--- config.mk ---
export PLATFORM = sky130hd
export DESIGN_NAME = vgagr_regs
export DESIGN_NICKNAME = d
export VERILOG_FILES = /design/src/include/vgagr_pkg.sv /design/src/hdl/vgagr_regs.sv
export VERILOG_INCLUDE_DIRS = /design/src /design/src/include
export SDC_FILE = /design/constraint.sdc
export NUM_CORES = 1
export LEC_CHECK = 0
export BUFFER_PORTS_ARGS = -buffer_cell sky130_fd_sc_hd__clkbuf_2
export CORE_MARGIN = 1.5
export CORE_UTILIZATION = 46
export CTS_CLUSTER_SIZE = 14
export DETAILED_ROUTE_END_ITERATION = 6
export GPL_TIMING_DRIVEN = 0
export PLACE_DENSITY = 0.79
export SKIP_LAST_GASP = 1
export SLEW_MARGIN = 10
export SYNTH_ARGS = -nofsm -noshare
export SYNTH_HDL_FRONTEND = slang
export SYNTH_SLANG_ARGS = --single-unit
--- constraint.sdc ---
create_clock -name CLOCK_I -period 1.9 [get_ports CLOCK_I]
set_input_delay 0.19 -clock CLOCK_I [delete_from_list [all_inputs] [get_ports CLOCK_I]]
set_output_delay 0.19 -clock CLOCK_I [all_outputs]
set_load 0.01 [all_outputs]
--- src/include/vgagr_cfg.svh ---
// Offsets, field positions and reset values of the general register bank.
// Assumes inclusion by bare name from the include/ folder.
`ifndef VGAGR_CFG_SVH
`define VGAGR_CFG_SVH

// ----------------------------------------------------------------
// Port addresses
// ----------------------------------------------------------------
`define VGAGR_MISC_RD_PORT   16'h03cc
`define VGAGR_MISC_WR_PORT   16'h03c2
`define VGAGR_STAT0_PORT     16'h03c2
`define VGAGR_VSE_PORT       16'h03c3
`define VGAGR_FEAT_RD_PORT   16'h03ca
`define VGAGR_MONO_STAT_PORT 16'h03ba
`define VGAGR_COLR_STAT_PORT 16'h03da
`define VGAGR_MONO_IDX_PORT  16'h03b4
`define VGAGR_COLR_IDX_PORT  16'h03d4
`define VGAGR_MONO_DAT_PORT  16'h03b5
`define VGAGR_COLR_DAT_PORT  16'h03d5
`define VGAGR_VSE_ALT_PORT   16'h46e8
`define VGAGR_SETUP_PORT     16'h0102

// ----------------------------------------------------------------
// Field positions
// ----------------------------------------------------------------
`define VGAGR_MISC_VPOL      7
`define VGAGR_MISC_HPOL      6
`define VGAGR_MISC_PAGE      5
`define VGAGR_MISC_CLK_HI    3
`define VGAGR_MISC_CLK_LO    2
`define VGAGR_MISC_RAM_EN    1
`define VGAGR_MISC_COLOR     0
`define VGAGR_STAT0_IRQ      7
`define VGAGR_STAT0_MON      4
`define VGAGR_STAT1_VRTR     3
`define VGAGR_STAT1_BLANK    0
`define VGAGR_FEAT_VSOR      3
`define VGAGR_VSE_BIT        0

// ----------------------------------------------------------------
// Reset values
// ----------------------------------------------------------------
`define VGAGR_MISC_RST       8'h00
`define VGAGR_FEAT_RST       8'h00
`define VGAGR_VSE_RST        8'h00

`endif

--- src/include/vgagr_pkg.sv ---
// Types shared by the general register bank.
// Assumes nothing beyond a SystemVerilog compiler.
package vgagr_pkg;

    // Host bus access phase
    typedef enum logic [2:0] {
        VGAGR_IDLE  = 3'b001,
        VGAGR_WRITE = 3'b010,
        VGAGR_READ  = 3'b100
    } vgagr_phase_t;

endpackage

--- src/hdl/vgagr_regs.sv ---
// General register bank of the display controller on the host I/O bus.
// Assumes timing status from display timing logic on the same clock and
// the monitor sense pin arriving asynchronously.
//
// How it works
// Misc output written 3C2h, read 3CCh
// Misc bit 7 picks vertical sync polarity
// Misc bit 6 picks horizontal sync polarity
// Software encodes vertical size; 00 unused
// Misc bit 5 picks upper/lower page
// Misc 3:2 with extension choose clock
// Misc bit 1 gates host memory access
// Misc bit 0 moves timing ports, status
// Status 0 bit 7 shows pending interrupt
// Status 0 bit 4 reports monitor presence
// Status 1 5:4 muxed pixel bits
// Status 1 bit 3 shows vertical retrace
// Status 1 bit 0 shows blanking
// Feature bit 3 ORs vsync with display enable
// Port 3C3h may replace setup ports
// Question-mark ports follow addressing range
// Status writes change no status bits
//
// The strap settles a few edges after reset; until then port 3C3h may
// stand in for the setup ports when AT mode is set.
// Status bits are never stored, so host writes cannot disturb them.
`timescale 1ns/1ps
`include "vgagr_cfg.svh"

module vgagr_regs
    import vgagr_pkg::*;
(
    input  wire logic        CLOCK_I,        // 20 MHz bus clock
    input  wire logic        RSTN_I,         // Sync reset, active low
    input  wire logic [15:0] IO_ADDR_I,      // I/O port address
    input  wire logic        IO_WR_I,        // Write strobe, one cycle
    input  wire logic        IO_RD_I,        // Read strobe, one cycle
    input  wire logic [7:0]  IO_WDATA_I,     // Write data
    output logic      [7:0]  IO_RDATA_O,     // Read data, registered
    output logic             IO_HIT_O,       // Read answered, one cycle
    input  wire logic        AT_MODE_I,      // AT bus mode
    input  wire logic        PORT_REPLACE_STRAP_I, // Strap level
    input  wire logic        EXT_DAC_MODE_I, // External palette DAC mode
    input  wire logic        MONITOR_SENSE_INPUT_I, // Async sense pin
    input  wire logic        MON_PRESENT_I,  // Internal monitor status
    input  wire logic        VRTR_IRQ_I,     // Retrace interrupt pending
    input  wire logic        VRETRACE_I,     // Vertical retrace active
    input  wire logic        DISP_EN_I,      // Active display area
    input  wire logic        VDISP_EN_I,     // Vertical display enable
    input  wire logic        VSYNC_I,        // Raw vertical sync
    input  wire logic        HSYNC_I,        // Raw horizontal sync
    input  wire logic [7:0]  PIXEL_I,        // Pixel bits zero..seven
    input  wire logic [5:4]  PLANE_EN_I,     // Colour plane enable 5:4
    input  wire logic [1:0]  CLOCK_SELECT_EXTENSION_I, // Clock ext field
    output logic             VSYNC_O,        // Vertical sync pin
    output logic             HSYNC_O,        // Horizontal sync pin
    output logic             PAGE_HI_O,      // Upper 64KB page
    output logic [3:0]       CLK_SEL_O,      // Video clock choice
    output logic             RAM_EN_O,       // Host memory access allowed
    output logic             COLOR_MAP_O,    // Colour range decode
    output logic             DISPLAY_TIMING_CONTROLLER_IDX_HIT_O, // Timing index port hit
    output logic             DISPLAY_TIMING_CONTROLLER_DAT_HIT_O, // Timing data port hit
    output logic             SETUP_HIT_O,    // Setup port decode hit
    output logic             VSE_ENABLE_O    // Video subsystem enable
);

    // ----------------------------------------------------------------
    // Registers
    // ----------------------------------------------------------------
    logic [7:0]  misc_ff;
    logic [7:0]  feat_ff;
    logic [7:0]  vse_ff;
    logic [7:0]  rdata_ff;
    logic        hit_ff;
    logic        strap_ff;
    logic [2:0]  strap_sync_ff;
    logic [2:0]  sense_ff;
    logic        sense_ff_q;
    logic        vs_ff;
    logic        hs_ff;
    vgagr_phase_t phase;

    // ----------------------------------------------------------------
    // Address decode
    // ----------------------------------------------------------------
    wire        color   = misc_ff[`VGAGR_MISC_COLOR];
    wire [15:0] stat1_a = color ? `VGAGR_COLR_STAT_PORT
                                : `VGAGR_MONO_STAT_PORT;
    wire        sel_misc_wr = IO_ADDR_I == `VGAGR_MISC_WR_PORT;
    wire        sel_misc_rd = IO_ADDR_I == `VGAGR_MISC_RD_PORT;
    wire        sel_stat0   = IO_ADDR_I == `VGAGR_STAT0_PORT;
    wire        sel_vse     = IO_ADDR_I == `VGAGR_VSE_PORT;
    wire        sel_feat_rd = IO_ADDR_I == `VGAGR_FEAT_RD_PORT;
    wire        sel_qa      = IO_ADDR_I == stat1_a;
    wire        replace_on  = AT_MODE_I && !strap_ff
                              && !vse_ff[`VGAGR_VSE_BIT];
    wire        setup_port  = IO_ADDR_I == `VGAGR_VSE_ALT_PORT
                              || IO_ADDR_I == `VGAGR_SETUP_PORT;

    assign phase = IO_WR_I ? VGAGR_WRITE
                 : IO_RD_I ? VGAGR_READ : VGAGR_IDLE;

    // Timing controller ports follow the range bit
    assign DISPLAY_TIMING_CONTROLLER_IDX_HIT_O = IO_ADDR_I == (color ? `VGAGR_COLR_IDX_PORT
                          : `VGAGR_MONO_IDX_PORT);
    assign DISPLAY_TIMING_CONTROLLER_DAT_HIT_O = IO_ADDR_I == (color ? `VGAGR_COLR_DAT_PORT
                          : `VGAGR_MONO_DAT_PORT);
    // Setup ports decode only while port 3C3h does not stand in
    assign SETUP_HIT_O = setup_port && !replace_on;

    // ----------------------------------------------------------------
    // Read mux
    // ----------------------------------------------------------------
    function automatic logic [1:0] diag_pick(input logic [1:0] sel,
                                             input logic [7:0] pix);
        case (sel)
            2'b00:   diag_pick = {pix[2], pix[0]};
            2'b01:   diag_pick = {pix[5], pix[4]};
            2'b10:   diag_pick = {pix[3], pix[1]};
            2'b11:   diag_pick = {pix[7], pix[6]};
            default: diag_pick = 2'b00;
        endcase
    endfunction

    wire        mon_bit = EXT_DAC_MODE_I ? sense_ff_q
                                         : MON_PRESENT_I;
    wire [7:0]  stat0 = {VRTR_IRQ_I, 2'b00, mon_bit, 4'h0};
    wire [7:0]  stat1 = {2'b00, diag_pick(PLANE_EN_I, PIXEL_I),
                         VRETRACE_I, 2'b00, !DISP_EN_I};
    wire        vse_rd  = sel_vse && (!AT_MODE_I || replace_on);
    wire        rd_hit  = sel_misc_rd || sel_stat0 || sel_feat_rd
                          || sel_qa || vse_rd;
    wire [7:0]  rd_mux  = sel_misc_rd ? misc_ff
                        : sel_stat0   ? stat0
                        : sel_feat_rd ? feat_ff
                        : sel_qa      ? stat1
                        : vse_rd      ? vse_ff : 8'h00;

    // Read data registered, answer one cycle after strobe
    always_ff @(posedge CLOCK_I) begin
        if (!RSTN_I) begin
            rdata_ff <= 8'h00;
            hit_ff   <= 1'b0;
        end else begin
            hit_ff   <= (phase == VGAGR_READ) && rd_hit;
            rdata_ff <= (phase == VGAGR_READ) ? rd_mux : 8'h00;
        end
    end
    assign IO_RDATA_O = rdata_ff;
    assign IO_HIT_O   = hit_ff;

    // ----------------------------------------------------------------
    // Register writes; status is not stored so writes cannot alter it
    // ----------------------------------------------------------------
    always_ff @(posedge CLOCK_I) begin
        if (!RSTN_I) begin
            misc_ff <= `VGAGR_MISC_RST;
            feat_ff <= `VGAGR_FEAT_RST;
            vse_ff  <= `VGAGR_VSE_RST;
        end else if (phase == VGAGR_WRITE) begin
            if (sel_misc_wr)
                misc_ff <= IO_WDATA_I;
            if (sel_qa)
                feat_ff <= {4'h0, IO_WDATA_I[3], 3'b000};
            if (sel_vse)
                vse_ff <= {7'h00, IO_WDATA_I[0]};
        end
    end

    // Strap pin through three flops; level taken once two stages agree
    always_ff @(posedge CLOCK_I) begin
        if (!RSTN_I) begin
            strap_sync_ff <= 3'b000;
            strap_ff      <= 1'b0;
        end else begin
            strap_sync_ff <= {strap_sync_ff[1:0], PORT_REPLACE_STRAP_I};
            if (strap_sync_ff[2] == strap_sync_ff[1])
                strap_ff <= strap_sync_ff[1];
        end
    end

    // Sense pin synchroniser; change accepted when stages 2 and 3 agree
    always_ff @(posedge CLOCK_I) begin
        if (!RSTN_I) begin
            sense_ff   <= 3'b000;
            sense_ff_q <= 1'b0;
        end else begin
            sense_ff <= {sense_ff[1:0], MONITOR_SENSE_INPUT_I};
            if (sense_ff[2] == sense_ff[1])
                sense_ff_q <= sense_ff[1];
        end
    end

    // ----------------------------------------------------------------
    // Sync outputs
    // ----------------------------------------------------------------
    wire vs_src = feat_ff[`VGAGR_FEAT_VSOR] ? (VSYNC_I || VDISP_EN_I)
                                            : VSYNC_I;
    always_ff @(posedge CLOCK_I) begin
        if (!RSTN_I) begin
            vs_ff   <= 1'b0;
            hs_ff   <= 1'b0;
        end else begin
            vs_ff   <= vs_src ^ misc_ff[`VGAGR_MISC_VPOL];
            hs_ff   <= HSYNC_I ^ misc_ff[`VGAGR_MISC_HPOL];
        end
    end
    assign VSYNC_O = vs_ff;
    assign HSYNC_O = hs_ff;

    // Control fields straight from the registers; clock select adds the extension input
    assign PAGE_HI_O    = misc_ff[`VGAGR_MISC_PAGE];
    assign CLK_SEL_O    = {CLOCK_SELECT_EXTENSION_I,
                           misc_ff[`VGAGR_MISC_CLK_HI:`VGAGR_MISC_CLK_LO]};

    assign RAM_EN_O     = misc_ff[`VGAGR_MISC_RAM_EN];
    assign COLOR_MAP_O  = color;
    assign VSE_ENABLE_O = vse_ff[`VGAGR_VSE_BIT];

    // ----------------------------------------------------------------
    // Checks
    // ----------------------------------------------------------------
    // Host bus answers and register landing
    misc_read_a: assert property (
        @(posedge CLOCK_I) disable iff (!RSTN_I)
        IO_RD_I && !IO_WR_I && sel_misc_rd
        |=> IO_RDATA_O == $past(misc_ff))
        else $error("misc readback mismatch");
    misc_write_a: assert property (
        @(posedge CLOCK_I) disable iff (!RSTN_I)
        IO_WR_I && sel_misc_wr
        |=> misc_ff == $past(IO_WDATA_I))
        else $error("misc write lost");
    idle_data_a: assert property (
        @(posedge CLOCK_I) disable iff (!RSTN_I)
        !IO_RD_I || IO_WR_I
        |=> IO_RDATA_O == 8'h00 && !IO_HIT_O)
        else $error("read data not idle");

    // Sync outputs; reset cycle excluded so a high source cannot trip them
    vsync_pol_a: assert property (
        @(posedge CLOCK_I) disable iff (!RSTN_I)
        $past(RSTN_I)
        |-> VSYNC_O == ($past(vs_src) ^ $past(misc_ff[7])))
        else $error("vsync polarity wrong");
    hsync_pol_a: assert property (
        @(posedge CLOCK_I) disable iff (!RSTN_I)
        $past(RSTN_I)
        |-> HSYNC_O == ($past(HSYNC_I) ^ $past(misc_ff[6])))
        else $error("hsync polarity wrong");
    vsync_or_a: assert property (
        @(posedge CLOCK_I) disable iff (!RSTN_I)
        feat_ff[3] && VDISP_EN_I
        |=> VSYNC_O == !$past(misc_ff[7]))
        else $error("vsync gating wrong");

    // Control fields follow the last misc write; clock extension bits follow their input
    page_sel_a: assert property (
        @(posedge CLOCK_I) disable iff (!RSTN_I)
        IO_WR_I && sel_misc_wr
        |=> PAGE_HI_O == $past(IO_WDATA_I[5]))
        else $error("page select wrong");
    clk_sel_a: assert property (
        @(posedge CLOCK_I) disable iff (!RSTN_I)
        IO_WR_I && sel_misc_wr
        |=> CLK_SEL_O[1:0] == $past(IO_WDATA_I[3:2]))
        else $error("clock select wrong");
    clk_ext_a: assert property (
        @(posedge CLOCK_I) disable iff (!RSTN_I)
        1'b1
        |-> CLK_SEL_O[3:2] == CLOCK_SELECT_EXTENSION_I)
        else $error("clock extension wrong");
    ram_gate_a: assert property (
        @(posedge CLOCK_I) disable iff (!RSTN_I)
        IO_WR_I && sel_misc_wr
        |=> RAM_EN_O == $past(IO_WDATA_I[1]))
        else $error("ram gate wrong");
    color_map_a: assert property (
        @(posedge CLOCK_I) disable iff (!RSTN_I)
        IO_WR_I && sel_misc_wr
        |=> COLOR_MAP_O == $past(IO_WDATA_I[0]))
        else $error("range bit wrong");

    // Port decodes move with the range bit; setup and 3C3h decodes follow AT mode replacement
    display_timing_controller_idx_a: assert property (
        @(posedge CLOCK_I) disable iff (!RSTN_I)
        IO_ADDR_I == (COLOR_MAP_O ? 16'h03d4 : 16'h03b4)
        |-> DISPLAY_TIMING_CONTROLLER_IDX_HIT_O)
        else $error("index decode wrong");
    display_timing_controller_dat_a: assert property (
        @(posedge CLOCK_I) disable iff (!RSTN_I)
        IO_ADDR_I == (COLOR_MAP_O ? 16'h03d5 : 16'h03b5)
        |-> DISPLAY_TIMING_CONTROLLER_DAT_HIT_O)
        else $error("data decode wrong");
    range_sel_a: assert property (
        @(posedge CLOCK_I) disable iff (!RSTN_I)
        IO_ADDR_I == 16'h03da && !COLOR_MAP_O
        |-> !sel_qa)
        else $error("range decode wrong");
    setup_rep_a: assert property (
        @(posedge CLOCK_I) disable iff (!RSTN_I)
        replace_on
        |-> !SETUP_HIT_O)
        else $error("setup ports not replaced");
    vse_gate_a: assert property (
        @(posedge CLOCK_I) disable iff (!RSTN_I)
        IO_RD_I && !IO_WR_I && sel_vse && AT_MODE_I && !replace_on
        |=> !IO_HIT_O)
        else $error("unused enable port answered");

    // Status reads show live inputs, the sense bit after its synchroniser; writes leave them alone
    stat0_irq_a: assert property (
        @(posedge CLOCK_I) disable iff (!RSTN_I)
        IO_RD_I && !IO_WR_I && sel_stat0
        |=> IO_RDATA_O[7] == $past(VRTR_IRQ_I))
        else $error("interrupt bit wrong");
    stat0_mon_a: assert property (
        @(posedge CLOCK_I) disable iff (!RSTN_I)
        IO_RD_I && !IO_WR_I && sel_stat0 && !EXT_DAC_MODE_I
        |=> IO_RDATA_O[4] == $past(MON_PRESENT_I))
        else $error("monitor bit wrong");
    stat0_sense_a: assert property (
        @(posedge CLOCK_I) disable iff (!RSTN_I)
        IO_RD_I && !IO_WR_I && sel_stat0 && EXT_DAC_MODE_I
        |=> IO_RDATA_O[4] == $past(sense_ff_q))
        else $error("sense bit wrong");
    stat1_rtr_a: assert property (
        @(posedge CLOCK_I) disable iff (!RSTN_I)
        IO_RD_I && !IO_WR_I && sel_qa
        |=> IO_RDATA_O[3] == $past(VRETRACE_I))
        else $error("retrace status wrong");
    stat1_blank_a: assert property (
        @(posedge CLOCK_I) disable iff (!RSTN_I)
        IO_RD_I && !IO_WR_I && sel_qa
        |=> IO_RDATA_O[0] == !$past(DISP_EN_I))
        else $error("blank status wrong");
    plane_diag_a: assert property (
        @(posedge CLOCK_I) disable iff (!RSTN_I)
        IO_RD_I && !IO_WR_I && sel_qa && PLANE_EN_I == 2'b11
        |=> IO_RDATA_O[5:4] == $past(PIXEL_I[7:6]))
        else $error("diagnostic bits wrong");
    feat_write_a: assert property (
        @(posedge CLOCK_I) disable iff (!RSTN_I)
        IO_WR_I && sel_qa
        |=> feat_ff[3] == $past(IO_WDATA_I[3]))
        else $error("feature write lost");
    stat_write_a: assert property (
        @(posedge CLOCK_I) disable iff (!RSTN_I)
        IO_WR_I && (sel_qa || sel_stat0)
        |=> !IO_HIT_O && IO_RDATA_O == 8'h00)
        else $error("status write answered");

endmodule

==> impl_metrics.csv, run 1 <==
group,metric,value,unit
run_status,outcome,"finished clean",
sta,fin_hold_ws,0.0723,ns
placement,portBuffers,68,
final_layout,n_antenna_cell,0,
pwr,leakagePower,0.942,nW
setup_path,crit_start,"misc_ff[0]$_SDFFE_PN0P_",
cts,tritoncts,"built",
sta,relSlewSlack,75.0,%
final_layout,nFillCells,276,
yosys,ys_ff_latch,29,
floorplan,die_w,61.1,um
final_layout,final_cell_count_no_fill,277,
placement,hpwl,2800,um
sta,period_share,99.5,%
sta,finalClockSkew,0.00587,ns
placement,place_congestion,0.851,
cts,cts_buffers,5,
setup_path,worstReg2RegEnd,"feat_ff[3]$_SDFFE_PN0P_",
setup_path,startpoint_type,"flop",
floorplan,core-area,3130,sq um
setup_path,worstSetupPathType,"reg2out",
placement,dp.cells,266,
yosys,synth_warnings,0,
sta,hold_violations,0,
sta,maxSlewViolCount,0,
yosys,synth.distinct_cells,52,
pwr,vdd_drop_max,457,uV
hold_path,hold_path.class,"in2reg",
detailed_routing,ant_nets,0,
final_layout,multi_input_area,911,sq um
final_layout,drive_gt1_share,47.2,%
global_routing,track_usage,20.7,%
floorplan,die_area,3730,sq um
setup_path,cp_data_required_time,1.71,ns
yosys,syn_nets,205,
sta,fin_ws,0.00898,ns
detailed_routing,dr.first_iter.drc_count,52,
detailed_routing,wl_per_cell,12.8,um
global_routing,grt_pass1_vias,1264,
cts,path_clk_slew,0.09,ns
setup_path,crit_path_max_fanout,4,
pwr,p_per_area,575,nW/um^2
sta,tightest_slew,0.374,ns
global_routing,overflow,0,
detailed_routing,drcViolationCount,0,
setup_path,arrival,1.70,ns
final_layout,regArea,584,sq um
yosys,syn_inst,154,
floorplan,io_pins,73,
floorplan,initial_core_util,49.6,%
detailed_routing,routed_wl,3540,um
final_layout,final_util,66.0,%
sta,period_minus_slack,1.89,ns
floorplan,die_h,61.1,um
floorplan,rows,20,
yosys,synthFlopType,"dfxtp_1",
pwr,fin_total_pwr,1.19,mW
setup_path,r2r_cells,6,
detailed_routing,dr.pass1.iters,4,
setup_path,cp-end-kind,"primary output",
flow_run,maxCapViolations,0,
placement,dp_slack,0.0525,ns
detailed_routing,vias,1430,
cts,numClockSinks,29,
yosys,syn-cell-area,1550,sq um
cts,cts-root-buf,"clkbuf_4",
global_routing,grt_pass1_wl,5570,um
final_layout,final_nets,283,
yosys,synthArstFlopShare,0,%
sta,setup_viol,0,
setup_path,r2r-start,"misc_ff[0]$_SDFFE_PN0P_",
setup_path,r2r_slack,0.22,ns
yosys,yosysSeqAreaShare,37.4,%
global_routing,grt_max_degree,11,
setup_path,endpoint,"DISPLAY_TIMING_CONTROLLER_DAT_HIT_O",
sta,rsz0062_at_grt,"yes",
yosys,synth-edff-count,0,
global_routing,antenna_found_initial,0,
detailed_routing,vias_per_cell,5.16,
yosys,syn_avg_cell_area,10.1,sq um
cts,htreeDepth,2,
sta,fmax,529,MHz
cts,ctsLongestPathBuffers,2,
final_layout,area_delta_synth_final,33.0,%
cts,clk_latency,0.32,ns
report_power, final:
group	internal [mW]	leakage (nW)	total, mW	switching, mW
clock	0.214	0.0413	0.417	0.203
sequential	0.613	0.236	0.615	0.00216
combinational	0.0791	0.665	0.156	0.0764
total	0.906	0.942	1.19	0.282
cells in the mapped netlist, types with 2 or more instances:
master / n / area, sq um
o21ai_0: 4 / 20.0
mux2i_1: 9 / 90.1
or3b_1: 2 / 17.5
and3b_1: 3 / 26.3
buf_6: 3 / 33.8
clkbuf_1: 2 / 7.51
nor4_4: 3 / 63.8
nand2_1: 8 / 30.0
a21boi_0: 3 / 22.5
mux4_2: 2 / 45.0
and3_2: 3 / 22.5
nor2b_1: 9 / 56.3
inv_1: 3 / 11.3
nor3b_1: 2 / 15.0
nor3_1: 2 / 10.0
nor2_1: 8 / 30.0
nand3_1: 5 / 25.0
nor4b_1: 2 / 17.5
dfxtp_1: 29 / 581
nor3_2: 2 / 20.0
and2_1: 9 / 56.3
nand4b_1: 2 / 17.5
nand2b_1: 2 / 12.5
nor4_1: 3 / 18.8
buf_4: 4 / 30.0
a21oi_1: 4 / 20.0
worst max-delay path, stage by stage, from the launching register on:
cell and delay, ns:
dfxtp_4 0.37, and3b_1 0.16, o211ai_1 0.17, or4_4 0.45
nor2_1 0.10, buf_2 0.13
worst min-delay path by stage:
stage / startpoint / end / depth (start not counted)
3_3_place_gp: PORT_REPLACE_STRAP_I / strap_sync_ff[0]$_SDFF_PN0_ / 2
5_1_grt: PORT_REPLACE_STRAP_I / strap_sync_ff[0]$_SDFF_PN0_ / 2
6_report: PORT_REPLACE_STRAP_I / strap_sync_ff[0]$_SDFF_PN0_ / 2
2_1_floorplan: MONITOR_SENSE_INPUT_I / sense_ff[0]$_SDFF_PN0_ / 1
3_5_place_dp: PORT_REPLACE_STRAP_I / strap_sync_ff[0]$_SDFF_PN0_ / 2
4_1_cts: PORT_REPLACE_STRAP_I / strap_sync_ff[0]$_SDFF_PN0_ / 2
cell type report:
class | instances | area share (%)
plain buffers | 9 | 3.45
clock buffers | 7 | 3.15
clock inverters | 1 | 0.242
inverters | 3 | 0.545
multi-input cells | 113 | 44.1
flip-flops and latches | 29 | 28.3
well taps | 44 | 2.67
repair buffers | 71 | 17.6
per-layer routing:
layer | share of wire [%] | GRT usage (%) | vias to the layer above
met4 | 1.7 | 9.94 | 0
met2 | 49 | 32.5 | 49
met3 | 4.8 | 5.46 | 7
met1 | 44 | 26.3 | 653
met5 | 0 | 0 | -
li1 | - | - | 721
placed cells by master (no fill, tap or decap), types with 2 or more instances in the layout:
| cell type | instances |
|---|---|
| a21boi_0 | 3 |
| a21oi_1 | 4 |
| a221oi_2 | 2 |
| and2_1 | 9 |
| and3_2 | 3 |
| and3b_1 | 3 |
| buf_2 | 2 |
| buf_4 | 7 |
| buf_6 | 3 |
| clkbuf_1 | 2 |
| clkbuf_2 | 66 |
| clkbuf_4 | 5 |
| clkbuf_8 | 2 |
| dfxtp_1 | 28 |
| inv_1 | 3 |
| mux2i_1 | 9 |
| mux4_2 | 2 |
| nand2_1 | 8 |
| nand2b_1 | 2 |
| nand3_1 | 5 |
| nand4b_1 | 2 |
| nor2_1 | 8 |
| nor2b_1 | 9 |
| nor3_1 | 2 |
| nor3_2 | 2 |
| nor3b_2 | 2 |
| nor4_1 | 3 |
| nor4_4 | 3 |
| o21ai_0 | 4 |
| or3b_1 | 2 |
state kept, by name, indices dropped and copies added (netlist names):
register / flops
HSYNC_O: 1
misc_ff: 8
sense_ff_q: 1
strap_ff: 1
IO_HIT_O: 1
feat_ff: 1
sense_ff: 3
VSYNC_O: 1
IO_RDATA_O: 8
vse_ff: 1
strap_sync_ff: 3
logic make-up after synthesis:
| group | synth area share, % |
|---|---|
| xor gates and xnor gates | 1.13 |
| AOI/OAI and AO/OA | 11.0 |
| buffers and inverters | 5.32 |
| DFF | 37.4 |
| muxes | 9.43 |
| and+or+nand+nor | 35.7 |
what timing repair did:
item | in CTS | in global routing
hold buffers | 0 | 0
pin swaps | 4 | 1
resized for setup | 3 | 5
setup buffers | 2 | 1
setup endpoints to repair | 2 | 3
through the flow:
| step | setup TNS (ns) | area (sq um) |
|---|---|---|
| floorplan | 0 | 1550 |
| global placement | 0 | 1950 |
| detailed placement | 0 | 1950 |
| CTS | -0.0562 | 2040 |
| global route | -0.177 | 2070 |
| finish | 0 | 2070 |
Power figures use the tool's default switching activity.
==> inputs of run 2 (changes only) <==
Settings changed: CORE_MARGIN 1.5 to 2, SETUP_SLACK_MARGIN set to 0.1.
==> impl_metrics.csv, run 2 (synthesis results as in run 1) <==
group,metric,value,unit
setup_path,crit_path_top_delay_cell,"or4_4",
detailed_routing,vias,1439,
detailed_routing,dr.first_iter.drc_count,49,
flow_run,maxCapViolations,0,
setup_path,crit_path_max_fanout,4,
final_layout,final_common_cell,"clkbuf_2",
pwr,p_per_area,571,nW/um^2
global_routing,grt_max_degree,11,
global_routing,grt_pass1_wl,5660,um
sta,hold_violations,0,
floorplan,die_h,62.1,um
floorplan,io_pins,73,
global_routing,antenna_found_initial,0,
detailed_routing,wl_per_cell,12.4,um
setup_path,worstSetupPathType,"reg2out",
final_layout,n_antenna_cell,0,
final_layout,final_nets,286,
placement,hpwl,2710,um
pwr,p_int,909,uW
sta,relSlewSlack,72.3,%
detailed_routing,vias_per_cell,5.10,
final_layout,nFillCells,271,
final_layout,area_delta_synth_final,34.8,%
cts,ctsLongestPathBuffers,2,
setup_path,arrival,1.70,ns
sta,rsz0062_at_grt,"yes",
hold_path,hold_path.class,"in2reg",
setup_path,cp-end-kind,"primary output",
floorplan,rows,21,
global_routing,grt_pass1_vias,1285,
cts,tritoncts,"built",
run_status,outcome,"finished clean",
cts,path_clk_slew,0.09,ns
pwr,p_seq_share,51.5,%
sta,maxSlewViolCount,0,
pwr,p_comb_share,13.1,%
floorplan,core-area,3280,sq um
sta,setup_viol,0,
setup_path,startpoint_type,"flop",
floorplan,die_area,3860,sq um
global_routing,track_usage,18.4,%
sta,finalClockSkew,0.00594,ns
placement,place_congestion,0.820,
cts,cts-root-buf,"clkbuf_4",
final_layout,drive_gt1_share,48.3,%
detailed_routing,drcViolationCount,0,
detailed_routing,ant_nets,0,
placement,placed_area,1950,sq um
pwr,pwr-share-clk,35.4,%
detailed_routing,routed_wl,3490,um
sta,period_share,99.7,%
sta,finalSetupTns,0,ns
cts,cts_buffers,5,
cts,clk_latency,0.33,ns
pwr,leakagePower,0.954,nW
pwr,p_sw_share,24.0,%
global_routing,overflow,0,
floorplan,die_w,62.1,um
sta,period_minus_slack,1.89,ns
cts,htreeDepth,2,
pwr,p_sw,287,uW
final_layout,regArea,584,sq um
setup_path,cp_data_required_time,1.71,ns
floorplan,initial_core_util,47.3,%
cts,holdBufCountCts,0,
final_layout,multi_input_area,913,sq um
final_layout,final_cell_mix,"clkbuf_2 (68), dfxtp_1 (28), buf_4 (10)",
sta,tightest_slew,0.415,ns
final_layout,stdcell_area,2090,sq um
placement,portBuffers,68,
setup_path,cp_cell_sequence,"and3b_1, o211ai_1, or4_4, nor2_2, clkbuf_2",
detailed_routing,dr.pass1.iters,4,
setup_path,slowest_delay,0.45,ns
sta,fin_hold_ws,0.0688,ns
pwr,vdd_drop_max,490,uV
sta,fmax,528,MHz
cts,numClockSinks,29,
## run 2: final cells by class
| type | instances | share of cell area (%) |
|---|---|---|
| plain buffers | 9 | 3.41 |
| multi-input cells | 113 | 43.6 |
| repair buffers | 74 | 18.4 |
| flip-flops and latches | 29 | 27.9 |
| clock buffers | 7 | 3.11 |
| inverters | 3 | 0.538 |
| clock inverters | 1 | 0.239 |
| well taps | 46 | 2.75 |
## run 2: repair_timing
| action | CTS | global route |
|---|---|---|
| pin swaps | 5 | 2 |
| resized for setup | 5 | 2 |
| buffers inserted | 3 | 3 |
| cloned | 0 | 0 |
| setup endpoints to repair | 3 | 3 |
## run 2: power by group through the flow
stage	registers, mW	logic (mW)	clock network [mW]
global route	0.616	0.172	0.466
floorplan	0.632	0.0704	0
finish	0.616	0.157	0.424
global placement	0.631	0.148	0
CTS	0.616	0.153	0.432
detailed placement	0.631	0.149	0
## run 2: path summary, 6_finish.rpt
check                                                            to                     from  depth (start not counted)  slack (ns)
worst max-delay path            DISPLAY_TIMING_CONTROLLER_DAT_HIT_O  misc_ff[0]$_SDFFE_PN0P_                          5       0.006
worst min-delay path                         sense_ff[0]$_SDFF_PN0_    MONITOR_SENSE_INPUT_I                          2        0.07
worst max register to register             IO_RDATA_O[0]$_SDFF_PN0_  misc_ff[0]$_SDFFE_PN0P_                          6        0.24
worst min register to register               sense_ff[1]$_SDFF_PN0_   sense_ff[0]$_SDFF_PN0_                          1        0.44
## run 2: critical path, delay by kind of cell, from the launching register on
| family | cells | cell delay [ns] |
|---|---|---|
| DFF | 1 | 0.37 |
| AOI/OAI and AO/OA | 1 | 0.15 |
| and+or+nand+nor | 3 | 0.72 |
| buffers and inverters | 1 | 0.13 |
## run 2: layer usage
metal / track usage [%] / vias to the layer above / wire length (um)
li1: - / 725 / -
met1: 23.6 / 664 / 1560
met2: 29.3 / 41 / 1690
met3: 5.62 / 9 / 184
met4: 6.67 / 0 / 62
met5: 0 / - / 0
## run 2: through the flow
stage / power, mW / std cells / setup WS (ns) / utilization (%)
global route: 1.25 / 282 / -0.0955 / 63.7
floorplan: 0.702 / 154 / 0.263 / -
CTS: 1.20 / 279 / -0.0274 / 62.9
global placement: 0.779 / 268 / -0.00894 / 59.4
finish: 1.20 / 282 / 0.00585 / 63.7
detailed placement: 0.780 / 268 / 0.0379 / 59.4
